===== src/verilog/pre_pkg.sv =====
// package: constants shared by the encoder back end and its controller
// assumes a 50 MHz system clock and a 16-bit word register port
package pre_pkg;
  // data widths
  localparam int ANGLE_W = 20;
  localparam int TURN_W  = 24;
  localparam int VEL_W   = 20;
  localparam int DATA_W  = 16;
  localparam int ADDR_W  = 8;
  // device register offsets (word index)
  localparam logic [7:0] REG_CTRL     = 8'h03;
  localparam logic [7:0] REG_STAT     = 8'h04;
  localparam logic [7:0] REG_ANG_LO   = 8'h05;
  localparam logic [7:0] REG_ANG_HI   = 8'h06;
  localparam logic [7:0] REG_TURN_LO  = 8'h07;
  localparam logic [7:0] REG_TURN_HI  = 8'h08;
  localparam logic [7:0] REG_VEL_LO   = 8'h09;
  localparam logic [7:0] REG_VEL_HI   = 8'h0a;
  localparam logic [7:0] REG_KV       = 8'h0b;
  localparam logic [7:0] REG_KA       = 8'h0c;
  localparam logic [7:0] REG_IRQ_STAT = 8'h0d;
  localparam logic [7:0] REG_IRQ_MASK = 8'h0e;
  // field positions
  localparam int CTRL_BYPASS_BIT = 15;
  localparam int CTRL_TRIG_BIT   = 13;
  localparam int CTRL_SKIP_BIT   = 12;
  localparam int STAT_OPEN_BIT   = 13;
  localparam int STAT_BUSY_BIT   = 0;
  localparam int IRQ_DONE_BIT    = 0;
  localparam int IRQ_OPEN_BIT    = 1;
  localparam int IRQ_TURN_BIT    = 2;
  // reset values
  localparam logic [15:0] CTRL_RST = 16'h0000;
  localparam logic [15:0] COEF_RST = 16'h0000;
  // coefficient fraction bits and filter shift
  localparam int KSHIFT = 16;
  localparam int LPF_SH = 2;
  // timing
  localparam int CLK_NS          = 20;
  localparam int TEST_TIME_NS    = 1000;
  localparam int TEST_CYC        = TEST_TIME_NS / CLK_NS;
  localparam int STARTUP_TIME_NS = 200;
  localparam int STARTUP_CYC     = STARTUP_TIME_NS / CLK_NS;
  localparam int WAKE_PERIOD_US  = 1000;
  localparam int WAKE_PERIOD_CYC = WAKE_PERIOD_US * 1000 / CLK_NS;
  localparam int WAKE_LEN_NS     = 400;
  localparam int WAKE_LEN_CYC    = WAKE_LEN_NS / CLK_NS;
  // controller software registers
  localparam logic [2:0] H_KV      = 3'h0;
  localparam logic [2:0] H_KA      = 3'h1;
  localparam logic [2:0] H_CTRL    = 3'h2;
  localparam logic [2:0] H_STAT    = 3'h3;
  localparam logic [2:0] H_ANG_LO  = 3'h4;
  localparam logic [2:0] H_ANG_HI  = 3'h5;
  localparam logic [2:0] H_TURN_LO = 3'h6;
  localparam logic [2:0] H_TURN_HI = 3'h7;
  // device states
  typedef enum logic [2:0] {
    DS_START = 3'b001,
    DS_IDLE  = 3'b010,
    DS_TEST  = 3'b100
  } pre_dev_state_type;
endpackage


===== src/verilog/pre_link_if.sv =====
// interface: 16-bit register port between controller and back end
// assumes both ends share i_mclk; read data stands one cycle after rd
`timescale 1ns/1ps
interface pre_link_if;
  logic [7:0]  addr;
  logic [15:0] wdata;
  logic        wr;
  logic        rd;
  logic [15:0] rdata;
  logic        irq;
  logic        fe_wake;
  modport dev_mp (input addr, wdata, wr, rd, fe_wake, output rdata, irq);
  modport host_mp (output addr, wdata, wr, rd, fe_wake, input rdata, irq);
endinterface


===== src/verilog/pre_dev.sv =====
// back end: angle, turns, velocity words, coil test, extrapolation
// assumes samples arrive synchronous to i_mclk from the front end
//
// Behaviour
// - angle is 20-bit unsigned, 2^20 per turn
// - turns count is 24-bit signed
// - clockwise adds one, counterclockwise subtracts one
// - velocity is 20-bit signed, 2^29 per rev/us
// - open coil found sets status bit 13
// - writing trigger bit starts test at once when idle; ignored during the startup wait
// - trigger bit stays set until test ends
// - startup test runs unless skip bit set
// - extrapolated angle adds gain-weighted velocity, acceleration
// - bypass bit reports unextrapolated angle
// - firmware keeps bypass until coefficients are set
// - firmware sleeps front end, wakes it periodically
`timescale 1ns/1ps
module pre_dev #(
  parameter int NCOIL = 8
) (
  // clock and reset
  input  wire logic               i_mclk,
  input  wire logic               i_rst_b,
  // front end samples
  input  wire logic               i_sample_vld,
  input  wire logic [19:0]        i_angle,
  input  wire logic signed [19:0] i_velocity,
  input  wire logic [NCOIL-1:0]   i_coil_open,
  // result words
  output logic [19:0]             o_angle,
  output logic [23:0]             o_turns,
  output logic [19:0]             o_velocity,
  // link to the controller
  pre_link_if.dev_mp              link
);
  pre_pkg::pre_dev_state_type state_ff, nxt_state;
  logic [15:0]         cnt_ff, nxt_cnt;
  logic                trig_ff, bypass_ff, skip_ff;
  logic                open_ff, acc_open_ff;
  logic                seen_ff;
  logic [19:0]         ang_ff, ang_lpf_ff, rep_ff;
  logic signed [19:0]  vel_ff, vel_lpf_ff, acc_lpf_ff;
  logic [23:0]         turn_ff;
  logic signed [15:0]  kv_ff, ka_ff;
  logic [2:0]          irq_stat_ff, irq_mask_ff;
  logic [15:0]         rdata_ff, rd_mux;

  // strobe decode
  wire take     = i_sample_vld & link.fe_wake;
  wire wr_ctrl  = link.wr & (link.addr == pre_pkg::REG_CTRL);
  wire wr_kv    = link.wr & (link.addr == pre_pkg::REG_KV);
  wire wr_ka    = link.wr & (link.addr == pre_pkg::REG_KA);
  wire wr_istat = link.wr & (link.addr == pre_pkg::REG_IRQ_STAT);
  wire wr_imask = link.wr & (link.addr == pre_pkg::REG_IRQ_MASK);

  // test sequencing
  wire start_done = (cnt_ff == 16'(pre_pkg::STARTUP_CYC - 1));
  wire test_done  = (cnt_ff == 16'(pre_pkg::TEST_CYC - 1));
  wire sw_start   = (state_ff == pre_pkg::DS_IDLE) & wr_ctrl
                    & link.wdata[pre_pkg::CTRL_TRIG_BIT];
  wire por_start  = (state_ff == pre_pkg::DS_START) & start_done
                    & ~skip_ff;
  wire test_start = sw_start | por_start;
  wire test_end   = (state_ff == pre_pkg::DS_TEST) & test_done;
  wire found_open = acc_open_ff | (|i_coil_open);

  // wrap detection on the top two angle bits
  wire wrap_cw  = seen_ff & (ang_ff[19:18] == 2'b11)
                  & (i_angle[19:18] == 2'b00);
  wire wrap_ccw = seen_ff & (ang_ff[19:18] == 2'b00)
                  & (i_angle[19:18] == 2'b11);
  wire turn_step = take & (wrap_cw | wrap_ccw);

  // filter updates; the angle delta wraps so the filter follows 0/max
  wire signed [19:0] ang_d  = i_angle - ang_lpf_ff;
  wire signed [20:0] vel_d  = 21'(i_velocity) - 21'(vel_lpf_ff);
  wire signed [20:0] acc_in = 21'(i_velocity) - 21'(vel_ff);
  wire signed [20:0] acc_d  = acc_in - 21'(acc_lpf_ff);

  // extrapolation terms, truncated to one revolution
  wire signed [35:0] kv_term = kv_ff * vel_lpf_ff;
  wire signed [35:0] ka_term = ka_ff * acc_lpf_ff;
  wire [19:0] ext_angle = ang_lpf_ff + kv_term[35:pre_pkg::KSHIFT]
                          + ka_term[35:pre_pkg::KSHIFT];

  // interrupt events: set wins over the write-one clear
  wire [2:0] irq_ev  = {turn_step, test_end & found_open, test_end};
  wire [2:0] irq_clr = wr_istat ? link.wdata[2:0] : 3'h0;

  // state machine next state and counter
  always_comb
  begin
    nxt_state = state_ff;
    nxt_cnt   = cnt_ff + 16'h0001;
    case (state_ff)
      pre_pkg::DS_START:
      begin
        if (start_done)
        begin
          nxt_state = skip_ff ? pre_pkg::DS_IDLE : pre_pkg::DS_TEST;
          nxt_cnt   = 16'h0000;
        end
      end
      pre_pkg::DS_IDLE:
      begin
        nxt_cnt = 16'h0000;
        if (sw_start)
          nxt_state = pre_pkg::DS_TEST;
      end
      pre_pkg::DS_TEST:
      begin
        if (test_done)
        begin
          nxt_state = pre_pkg::DS_IDLE;
          nxt_cnt   = 16'h0000;
        end
      end
      default:
      begin
        nxt_state = pre_pkg::DS_IDLE;
        nxt_cnt   = 16'h0000;
      end
    endcase
  end

  // state, counter and the coil test result
  always_ff @(posedge i_mclk)
  begin
    if (!i_rst_b)
    begin
      state_ff    <= pre_pkg::DS_START;
      cnt_ff      <= 16'h0000;
      acc_open_ff <= 1'b0;
      open_ff     <= 1'b0;
    end
    else
    begin
      state_ff    <= nxt_state;
      cnt_ff      <= nxt_cnt;
      acc_open_ff <= test_start ? 1'b0 :
                     (state_ff == pre_pkg::DS_TEST) ? found_open : acc_open_ff;
      if (test_end)
        open_ff <= found_open;
    end
  end

  // control bits; writes of zero to the trigger are ignored mid-test
  always_ff @(posedge i_mclk)
  begin
    if (!i_rst_b)
    begin
      trig_ff   <= pre_pkg::CTRL_RST[pre_pkg::CTRL_TRIG_BIT];
      bypass_ff <= pre_pkg::CTRL_RST[pre_pkg::CTRL_BYPASS_BIT];
      skip_ff   <= pre_pkg::CTRL_RST[pre_pkg::CTRL_SKIP_BIT];
    end
    else
    begin
      if (test_start)
        trig_ff <= 1'b1;
      else if (test_end)
        trig_ff <= 1'b0;
      if (wr_ctrl)
      begin
        bypass_ff <= link.wdata[pre_pkg::CTRL_BYPASS_BIT];
        skip_ff   <= link.wdata[pre_pkg::CTRL_SKIP_BIT];
      end
    end
  end

  // sample capture, turns and filters
  always_ff @(posedge i_mclk)
  begin
    if (!i_rst_b)
    begin
      seen_ff    <= 1'b0;
      ang_ff     <= 20'h00000;
      ang_lpf_ff <= 20'h00000;
      vel_ff     <= 20'sh00000;
      vel_lpf_ff <= 20'sh00000;
      acc_lpf_ff <= 20'sh00000;
      turn_ff    <= 24'h000000;
    end
    else if (take)
    begin
      seen_ff    <= 1'b1;
      ang_ff     <= i_angle;
      vel_ff     <= i_velocity;
      ang_lpf_ff <= ang_lpf_ff + 20'(ang_d >>> pre_pkg::LPF_SH);
      vel_lpf_ff <= vel_lpf_ff + 20'(vel_d >>> pre_pkg::LPF_SH);
      acc_lpf_ff <= acc_lpf_ff + 20'(acc_d >>> pre_pkg::LPF_SH);
      if (wrap_cw)
        turn_ff <= turn_ff + 24'h000001;
      else if (wrap_ccw)
        turn_ff <= turn_ff - 24'h000001;
    end
  end

  // reported angle, one cycle behind the filter state
  always_ff @(posedge i_mclk)
  begin
    if (!i_rst_b)
      rep_ff <= 20'h00000;
    else
      rep_ff <= bypass_ff ? ang_ff : ext_angle;
  end

  // coefficients and interrupt registers
  always_ff @(posedge i_mclk)
  begin
    if (!i_rst_b)
    begin
      kv_ff       <= pre_pkg::COEF_RST;
      ka_ff       <= pre_pkg::COEF_RST;
      irq_stat_ff <= 3'h0;
      irq_mask_ff <= 3'h0;
    end
    else
    begin
      if (wr_kv)
        kv_ff <= link.wdata;
      if (wr_ka)
        ka_ff <= link.wdata;
      if (wr_imask)
        irq_mask_ff <= link.wdata[2:0];
      irq_stat_ff <= (irq_stat_ff & ~irq_clr) | irq_ev;
    end
  end

  // read decode; unmapped offsets read zero
  always_comb
  begin
    rd_mux = 16'h0000;
    if (link.addr == pre_pkg::REG_CTRL)
    begin
      rd_mux[pre_pkg::CTRL_BYPASS_BIT] = bypass_ff;
      rd_mux[pre_pkg::CTRL_TRIG_BIT]   = trig_ff;
      rd_mux[pre_pkg::CTRL_SKIP_BIT]   = skip_ff;
    end
    else if (link.addr == pre_pkg::REG_STAT)
    begin
      rd_mux[pre_pkg::STAT_OPEN_BIT] = open_ff;
      rd_mux[pre_pkg::STAT_BUSY_BIT] = (state_ff == pre_pkg::DS_TEST);
    end
    else if (link.addr == pre_pkg::REG_ANG_LO)
      rd_mux = rep_ff[15:0];
    else if (link.addr == pre_pkg::REG_ANG_HI)
      rd_mux = {12'h000, rep_ff[19:16]};
    else if (link.addr == pre_pkg::REG_TURN_LO)
      rd_mux = turn_ff[15:0];
    else if (link.addr == pre_pkg::REG_TURN_HI)
      rd_mux = {{8{turn_ff[23]}}, turn_ff[23:16]};
    else if (link.addr == pre_pkg::REG_VEL_LO)
      rd_mux = vel_ff[15:0];
    else if (link.addr == pre_pkg::REG_VEL_HI)
      rd_mux = {{12{vel_ff[19]}}, vel_ff[19:16]};
    else if (link.addr == pre_pkg::REG_KV)
      rd_mux = kv_ff;
    else if (link.addr == pre_pkg::REG_KA)
      rd_mux = ka_ff;
    else if (link.addr == pre_pkg::REG_IRQ_STAT)
      rd_mux = {13'h0000, irq_stat_ff};
    else if (link.addr == pre_pkg::REG_IRQ_MASK)
      rd_mux = {13'h0000, irq_mask_ff};
  end

  // read data stands only in the cycle after the strobe
  always_ff @(posedge i_mclk)
  begin
    if (!i_rst_b)
      rdata_ff <= 16'h0000;
    else
      rdata_ff <= link.rd ? rd_mux : 16'h0000;
  end

  // outputs
  assign link.rdata = rdata_ff;
  assign link.irq   = |(irq_stat_ff & irq_mask_ff);
  assign o_angle    = rep_ff;
  assign o_turns    = turn_ff;
  assign o_velocity = vel_ff;
endmodule


===== src/flat_wrapper.sv =====
// flat-port wrapper written by rule: the top's interface ports become plain ports
module pre_dev_flat 
#(
  parameter int NCOIL = 8
)
  (i_mclk, i_rst_b, i_sample_vld, i_angle, i_velocity, i_coil_open, o_angle, o_turns, o_velocity, link_addr, link_wdata, link_wr, link_rd, link_fe_wake, link_rdata, link_irq);
  pre_link_if link_i ();
  input  wire logic i_mclk;
  input  wire logic i_rst_b;
  input  wire logic i_sample_vld;
  input  wire logic [19:0] i_angle;
  input  wire logic signed [19:0] i_velocity;
  input  wire logic [NCOIL-1:0] i_coil_open;
  output logic [19:0] o_angle;
  output logic [23:0] o_turns;
  output logic [19:0] o_velocity;
  input wire logic [$bits(link_i.addr)-1:0] link_addr;
  input wire logic [$bits(link_i.wdata)-1:0] link_wdata;
  input wire logic [$bits(link_i.wr)-1:0] link_wr;
  input wire logic [$bits(link_i.rd)-1:0] link_rd;
  input wire logic [$bits(link_i.fe_wake)-1:0] link_fe_wake;
  output wire logic [$bits(link_i.rdata)-1:0] link_rdata;
  output wire logic [$bits(link_i.irq)-1:0] link_irq;
  assign link_i.addr = link_addr;
  assign link_i.wdata = link_wdata;
  assign link_i.wr = link_wr;
  assign link_i.rd = link_rd;
  assign link_i.fe_wake = link_fe_wake;
  assign link_rdata = link_i.rdata;
  assign link_irq = link_i.irq;
  pre_dev #(.NCOIL(NCOIL)) u_core (.i_mclk(i_mclk), .i_rst_b(i_rst_b), .i_sample_vld(i_sample_vld), .i_angle(i_angle), .i_velocity(i_velocity), .i_coil_open(i_coil_open), .o_angle(o_angle), .o_turns(o_turns), .o_velocity(o_velocity), .link(link_i));
endmodule

===== config.mk =====
export PLATFORM = sky130hd
export DESIGN_NAME = pre_dev_flat
export DESIGN_NICKNAME = d
export VERILOG_FILES = /design/src/verilog/pre_pkg.sv /design/src/verilog/pre_link_if.sv /design/src/verilog/pre_dev.sv /design/src/flat_wrapper.sv
export SDC_FILE = /design/constraint.sdc
export NUM_CORES = 2
export LEC_CHECK = 0
export BUFFER_PORTS_ARGS = -buffer_cell sky130_fd_sc_hd__buf_2
export CAP_MARGIN = 20
export CELL_PAD_IN_SITES_DETAIL_PLACEMENT = 0
export CELL_PAD_IN_SITES_GLOBAL_PLACEMENT = 1
export CORE_MARGIN = 3
export CORE_UTILIZATION = 50
export DETAILED_ROUTE_END_ITERATION = 6
export PLACE_DENSITY = 0.8
export SKIP_CTS_REPAIR_TIMING = 1
export SYNTH_ARGS = -nofsm -noshare
export SYNTH_HDL_FRONTEND = slang
export SYNTH_SLANG_ARGS = --single-unit

===== constraint.sdc =====
create_clock -name i_mclk -period 11.9 [get_ports i_mclk]
set_clock_uncertainty 0.2 [all_clocks]
set_input_delay 0.595 -clock i_mclk [delete_from_list [all_inputs] [get_ports i_mclk]]
set_output_delay 0.595 -clock i_mclk [all_outputs]
set_load 0.03 [all_outputs]

Yosys cells after proc, flatten, opt, wreduce, memory -nomap -nowiden
Index checks and enable logic that the tools add are counted.

Register bits: 223. Bits of input ports: 78. Output and inout bits: 81. Word-level logic and storage cells: 127.

Add/subtract/negate cells: 12. $mul: 2. Equal/unequal tests: 22. Mux-type cells: 30. Bitwise gates (word level): 27. Reduce and logical (&&, ||, !) cells: 12.

Operator list (number): $mux W16 (10); $mul A16 B20 Y36 (2); $add A20 B20 Y20 (3); $eq A8 B4 Y1 const B (7); $mux W24 (2); $sub A20 B20 Y21 (2); $add A20 B19 Y20 (2); $eq A8 B3 Y1 const B (4); $pmux W16 S2 (1); $add A24 B1 Y24 const B (1); $sub A24 B1 Y24 const B (1); $mux W3 (7); $sub A21 B20 Y21 (1); $mux W20 (1); $sub A20 B20 Y20 (1); $and A1 B1 Y1 (17); $add A16 B1 Y16 const B (1); $eq A16 B4 Y1 const B (1); $eq A16 B6 Y1 const B (1); $mux W12 (1); $pmux W3 S3 (1); $eq A8 B2 Y1 const B (1); $reduce_or A8 Y1 (1); $and A3 B3 Y3 (2); other kinds (18) (34).

Depth between registers and ports, before layout
Depth after elaboration: 13. Mapped depth: 38. Gate-level depth less buffers: 37.

Least setup slack after synthesis
No wires, ideal clock.

Kind: reg-to-reg. Start point: register u_core.vel_lpf_ff[12]. End point: register u_core.rep_ff[19], in the netlist u_core.o_angle[19]. Library setup time: 126 ps. Arrival: 8278 ps. Data required time: 11575 ps. Setup slack: 3296 ps. Cell stages (with the launch flop): 34. Path buffers: 1. Period minus slack after synthesis: 8604 ps. Cell sequence: dfxtp_1 clkbuf_1 nand2_1 fa_1 fa_1 fa_1 inv_1 fa_1 fa_1 inv_1 fa_1 inv_1 ha_1 a21o_1 a21oi_1 o211ai_1 a31oi_1 nor2b_1 o21a_1 or2_2 fa_1 inv_1 ha_1 fa_1 a21o_1 a31oi_1 a21oi_1 a31o_2 a31oi_1 o21ai_0 xnor2_1 xnor2_1 o2111a_1 a211oi_1.

Longest elaborated chain between the ends: 4.

RTL lines: from (decl) (RTL line pre_dev.sv:42) `logic signed [19:0] vel_ff, vel_lpf_ff, acc_lpf_ff;`; from (signal assigned) (RTL line pre_dev.sv:189) `vel_lpf_ff <= vel_lpf_ff + 20'(vel_d >>> pre_pkg::LPF_SH);`; $mul A16 B20 Y36 (RTL line pre_dev.sv:81) `wire signed [35:0] kv_term = kv_ff * vel_lpf_ff;`; $add A20 B20 Y20 (RTL line pre_dev.sv:83) `wire [19:0] ext_angle = ang_lpf_ff + kv_term[35:pre_pkg::KSHIFT]`; $add A20 B20 Y20 (RTL line pre_dev.sv:84) `+ ka_term[35:pre_pkg::KSHIFT];`; $mux W20 (RTL line pre_dev.sv:204) `rep_ff <= bypass_ff ? ang_ff : ext_angle;`; to (signal assigned) (RTL line pre_dev.sv:204); to (decl) (RTL line pre_dev.sv:41) `logic [19:0] ang_ff, ang_lpf_ff, rep_ff;`.

No other way between the ends. A chain may end at the register's enable or synchronous reset.

Worst setup path in the final report
Start point: register u_core.kv_ff[1]. End point: register u_core.rep_ff[19], in the netlist u_core.o_angle[19].

Longest elaborated chain between the ends: 4.

RTL lines: from (decl) (RTL line pre_dev.sv:44) `logic signed [15:0] kv_ff, ka_ff;`; from (signal assigned) (RTL line pre_dev.sv:212) `kv_ff <= pre_pkg::COEF_RST;`; from (signal assigned) (RTL line pre_dev.sv:220) `kv_ff <= link.wdata;`; $mul A16 B20 Y36 (RTL line pre_dev.sv:81); $add A20 B20 Y20 (RTL line pre_dev.sv:83); $add A20 B20 Y20 (RTL line pre_dev.sv:84); $mux W20 (RTL line pre_dev.sv:204).

No other way between the ends.

==> summary.md <==
| Metric | Value |
|---|---|
| Setup_tns | 0 ns |
| GRT Total Usage | 28.0% |
| Final ANT Viol Nets | 0 |
| Max cap viols | 0 |
| Bufs on Longest Clock Path | 3 |
| WP data arrival | 10.46 ns |
| Critical path type | register to register |
| Synth Register Bits | 223 |
| CP max stage cell | dfxtp_1 |
| Share of flip-flops with an asynchronous set or reset | 0% |
| Hold Path Class | input pin to register |
| Status | complete, no violations |
| Sequential area share after synthesis | 11.5% |
| Unrepaired setup endpoints after global routing | false |
| P_leak | 19.9 nW |
| Yosys warnings | 0 |
| Vias in the first global route | approximately 31,000 |
| Max IR drop VDD | 0.000132 V |
| Multi-input logic area | roughly 30,000 sq um |
| Power per Cell Area | 102 nW/um^2 |
| Largest net degree at the start of global routing | 99 |
| DRT Pass-1 Iters | 6 |
| Setup crit end kind | register |
| # port buffers | between 150 and 200 |
| Delay-heaviest family, CP | adder cells |
| Global-route wire length before repair | 178 mm |
| Final cycle utilization of the critical path | 85.3% |
| Final setup viols | 0 |
| WP buf/inv | 4 |
| Area growth syn-to-layout | 6.82% |
| Via count | 30,600 |
| Critical path's largest stage delay | 1.00 ns |
| Die width | 284 um |
| Number of synthesized flops with an enable pin | 0 |
| Clock Power Share | 22.0% |
| Reg2reg setup slack | 1.75 ns |
| Minimum clock period after layout | 10.15 ns |
| Drc violations | 0 |
| Post-Syn Nets | 5,638 |
| Gate power share | 51.3% |
| Total gr overflow | 0 |
| CTS Root Cell | clkbuf_16 |
| Via/cell ratio | 5.42 |
| Critical Path Most Common Cell | fa_1 |
| Synth top area share | 35.1% |
| Share of cells above drive strength 1 | about 6.2% |
| Worst setup SP type | register |
| HPWL after DPL | 89.4 mm |
| Crit Path Max Fanout | 22 |
| Finished Core Util | between 50% and 60% |
| Synth area leader | fa_1 |
| Effective utilization at floorplan | 50.7% |
| Int Pwr | 2.30 mW |
| Reg clk slew, reported paths | 0.06 ns |
| Final wirelength | between 100 and 150 mm |
| Worst path required time | between 10 and 15 ns |
| Row cnt | just over 100 |
| WL/cell | 19.6 um |
| Switching power | 1.89 mW |
| CTS tree | built |
| Max-slew violations | 0 |
| Fill cells | 7,240 |
| Initial antenna violation count | 1 |
| Syn Std Cell Area | 38,700 sq um |
| Gate Count Post-Synth | between 4,000 and 5,000 |
| FMAX | 98.6 MHz |
| Area contributors post-synth | fa_1 (35%), dfxtp_1 (12%), ha_1 (11%) |
| Pin slew with the least headroom to its limit | 1.14 ns |
| Layout Nets | 5,683 |
| Yosys cell types | 80 |
| Die Y | between 200 and 300 um |
| Register Area | 4460 sq um |
| Core Area | around 76,000 sq um |
| Synth Flop Type | dfxtp_1 |
| Avg Cell Area, Syn | 8.49 sq um |
| CTS H-tree lvls | 1 |
| Worst skew pair latency | 0.60 ns |
| DIE AREA | about 81,000 sq um |
| Switching share of power | 45.1% |
| Ports | ~160 |
| DR iter-0 viols | 1,950 |
| # diodes | 0 |
| Worst rel slew slack | 23.7% |
| Sequential power share | 26.7% |
| CTS Sinks | 223 |
| Clock buffer count from CTS | 29 |
| GP Congestion | between 0.9 and 1 |
| Final hold violations | 0 |
-- registers in the layout, indices dropped and copies added, names as in the netlist, 20 cells and up --
| name | flops |
|---|---|
| u_core.ang_lpf_ff | 20 |
| u_core.o_angle | 20 |
| u_core.vel_lpf_ff | 20 |
| u_core.o_turns | 24 |
| u_core.o_velocity | 20 |
| u_core.ang_ff | 20 |
| u_core.acc_lpf_ff | 20 |
-- cell usage after synthesis, drive strengths merged, types with 10 or more instances --
master  instances
inv           842
nand2         697
fa            677
ha            330
and2          281
a21oi         271
dfxtp         223
nor2          215
clkbuf        168
xnor2         127
o21ai         107
xor2           62
a21o           61
nor3           59
nand3          43
o21a           43
or3            25
a221oi         24
a211oi         23
a31oi          22
nand2b         21
o21bai         19
and3           17
mux2i          17
nor2b          17
or2            17
nand4          15
buf            11
nor4           10
-- worst min-delay path, cell delays in order --
cell and delay (ns):
buf_2 0.12, nand2_1 0.05, a21oi_1 0.05
-- cell usage in the layout (no fill, tap or decap), types with 58 or more instances in the layout --
master | netlist | layout
xor2_1 | 62 | 62
fa_1 | 677 | 677
a21o_1 | 58 | 58
and2_1 | 281 | 280
a21oi_1 | 270 | 270
nor2_1 | 215 | 215
dfxtp_1 | 223 | 223
ha_1 | 330 | 330
nand2_1 | 697 | 696
buf_2 | 0 | 158
o21ai_0 | 105 | 105
xnor2_1 | 127 | 127
inv_1 | 842 | 841
-- power by group through the flow --
stage                     logic [mW]  clock network (mW)  registers [mW]
after floorplan                 1.76                   0           0.954
after global placement          2.12                   0            1.13
after detailed placement        2.12                   0            1.13
after CTS                       2.14               0.935            1.11
after global routing            2.43               0.968            1.13
final                           2.15               0.924            1.12
-- layout make-up --
type,instances,area share [%]
clock buffers,35,1.81
multi-input cells,3309,73.5
well taps,1030,3.12
clock inverters,17,0.539
inverters,842,7.67
flip-flops and latches,223,10.8
repair buffers,193,2.55
-- layer usage --
layer  wire length [um]  track usage [%]  vias to the layer above
met5                  9                0                        -
li1                   -                -                    14300
met4               3740             8.04                        2
met3               7770             4.60                      128
met2              50200             44.3                      906
met1              49100             39.8                    15300
-- per-stage QoR --
stage	cells	hold WS [ns]	worst slack, ns	cell area [sq um]	power [mW]
3_5_place_dp	5597	0.248	1.85	40300	3.25
4_1_cts	5649	0.0272	1.83	41300	4.19
2_1_floorplan	4553	0.232	3.30	38700	2.72
5_1_grt	5649	0.0512	1.22	41300	4.53
3_3_place_gp	5597	0.245	1.94	40300	3.25
6_report	5649	0.0574	1.75	41300	4.19
-- logic make-up (layout without fill, tap and decap cells) --
logic type,count (synthesis),after routing,synth area share [%]
buffers and inverters,1021,1087,9.99
adders and majority gates,1007,1007,45.7
AOI/OAI and AO/OA,650,650,10.6
and+or+nand+nor,1444,1444,17.3
muxes,19,19,0.498
xor gates and xnor gates,189,189,4.28
DFF,223,223,11.5
-- path summary, 6_finish.rpt --
check	startpoint	to	cells past startpoint
worst max-delay path	u_core.kv_ff[1]	u_core.o_angle[19]	32
worst min-delay path	i_angle[15]	u_core.ang_ff[15]	3
worst max register to register	u_core.kv_ff[1]	u_core.o_angle[19]	32
worst min register to register	u_core.ang_ff[3]	u_core.o_angle[3]	2
(Power assumes the default switching activity.)
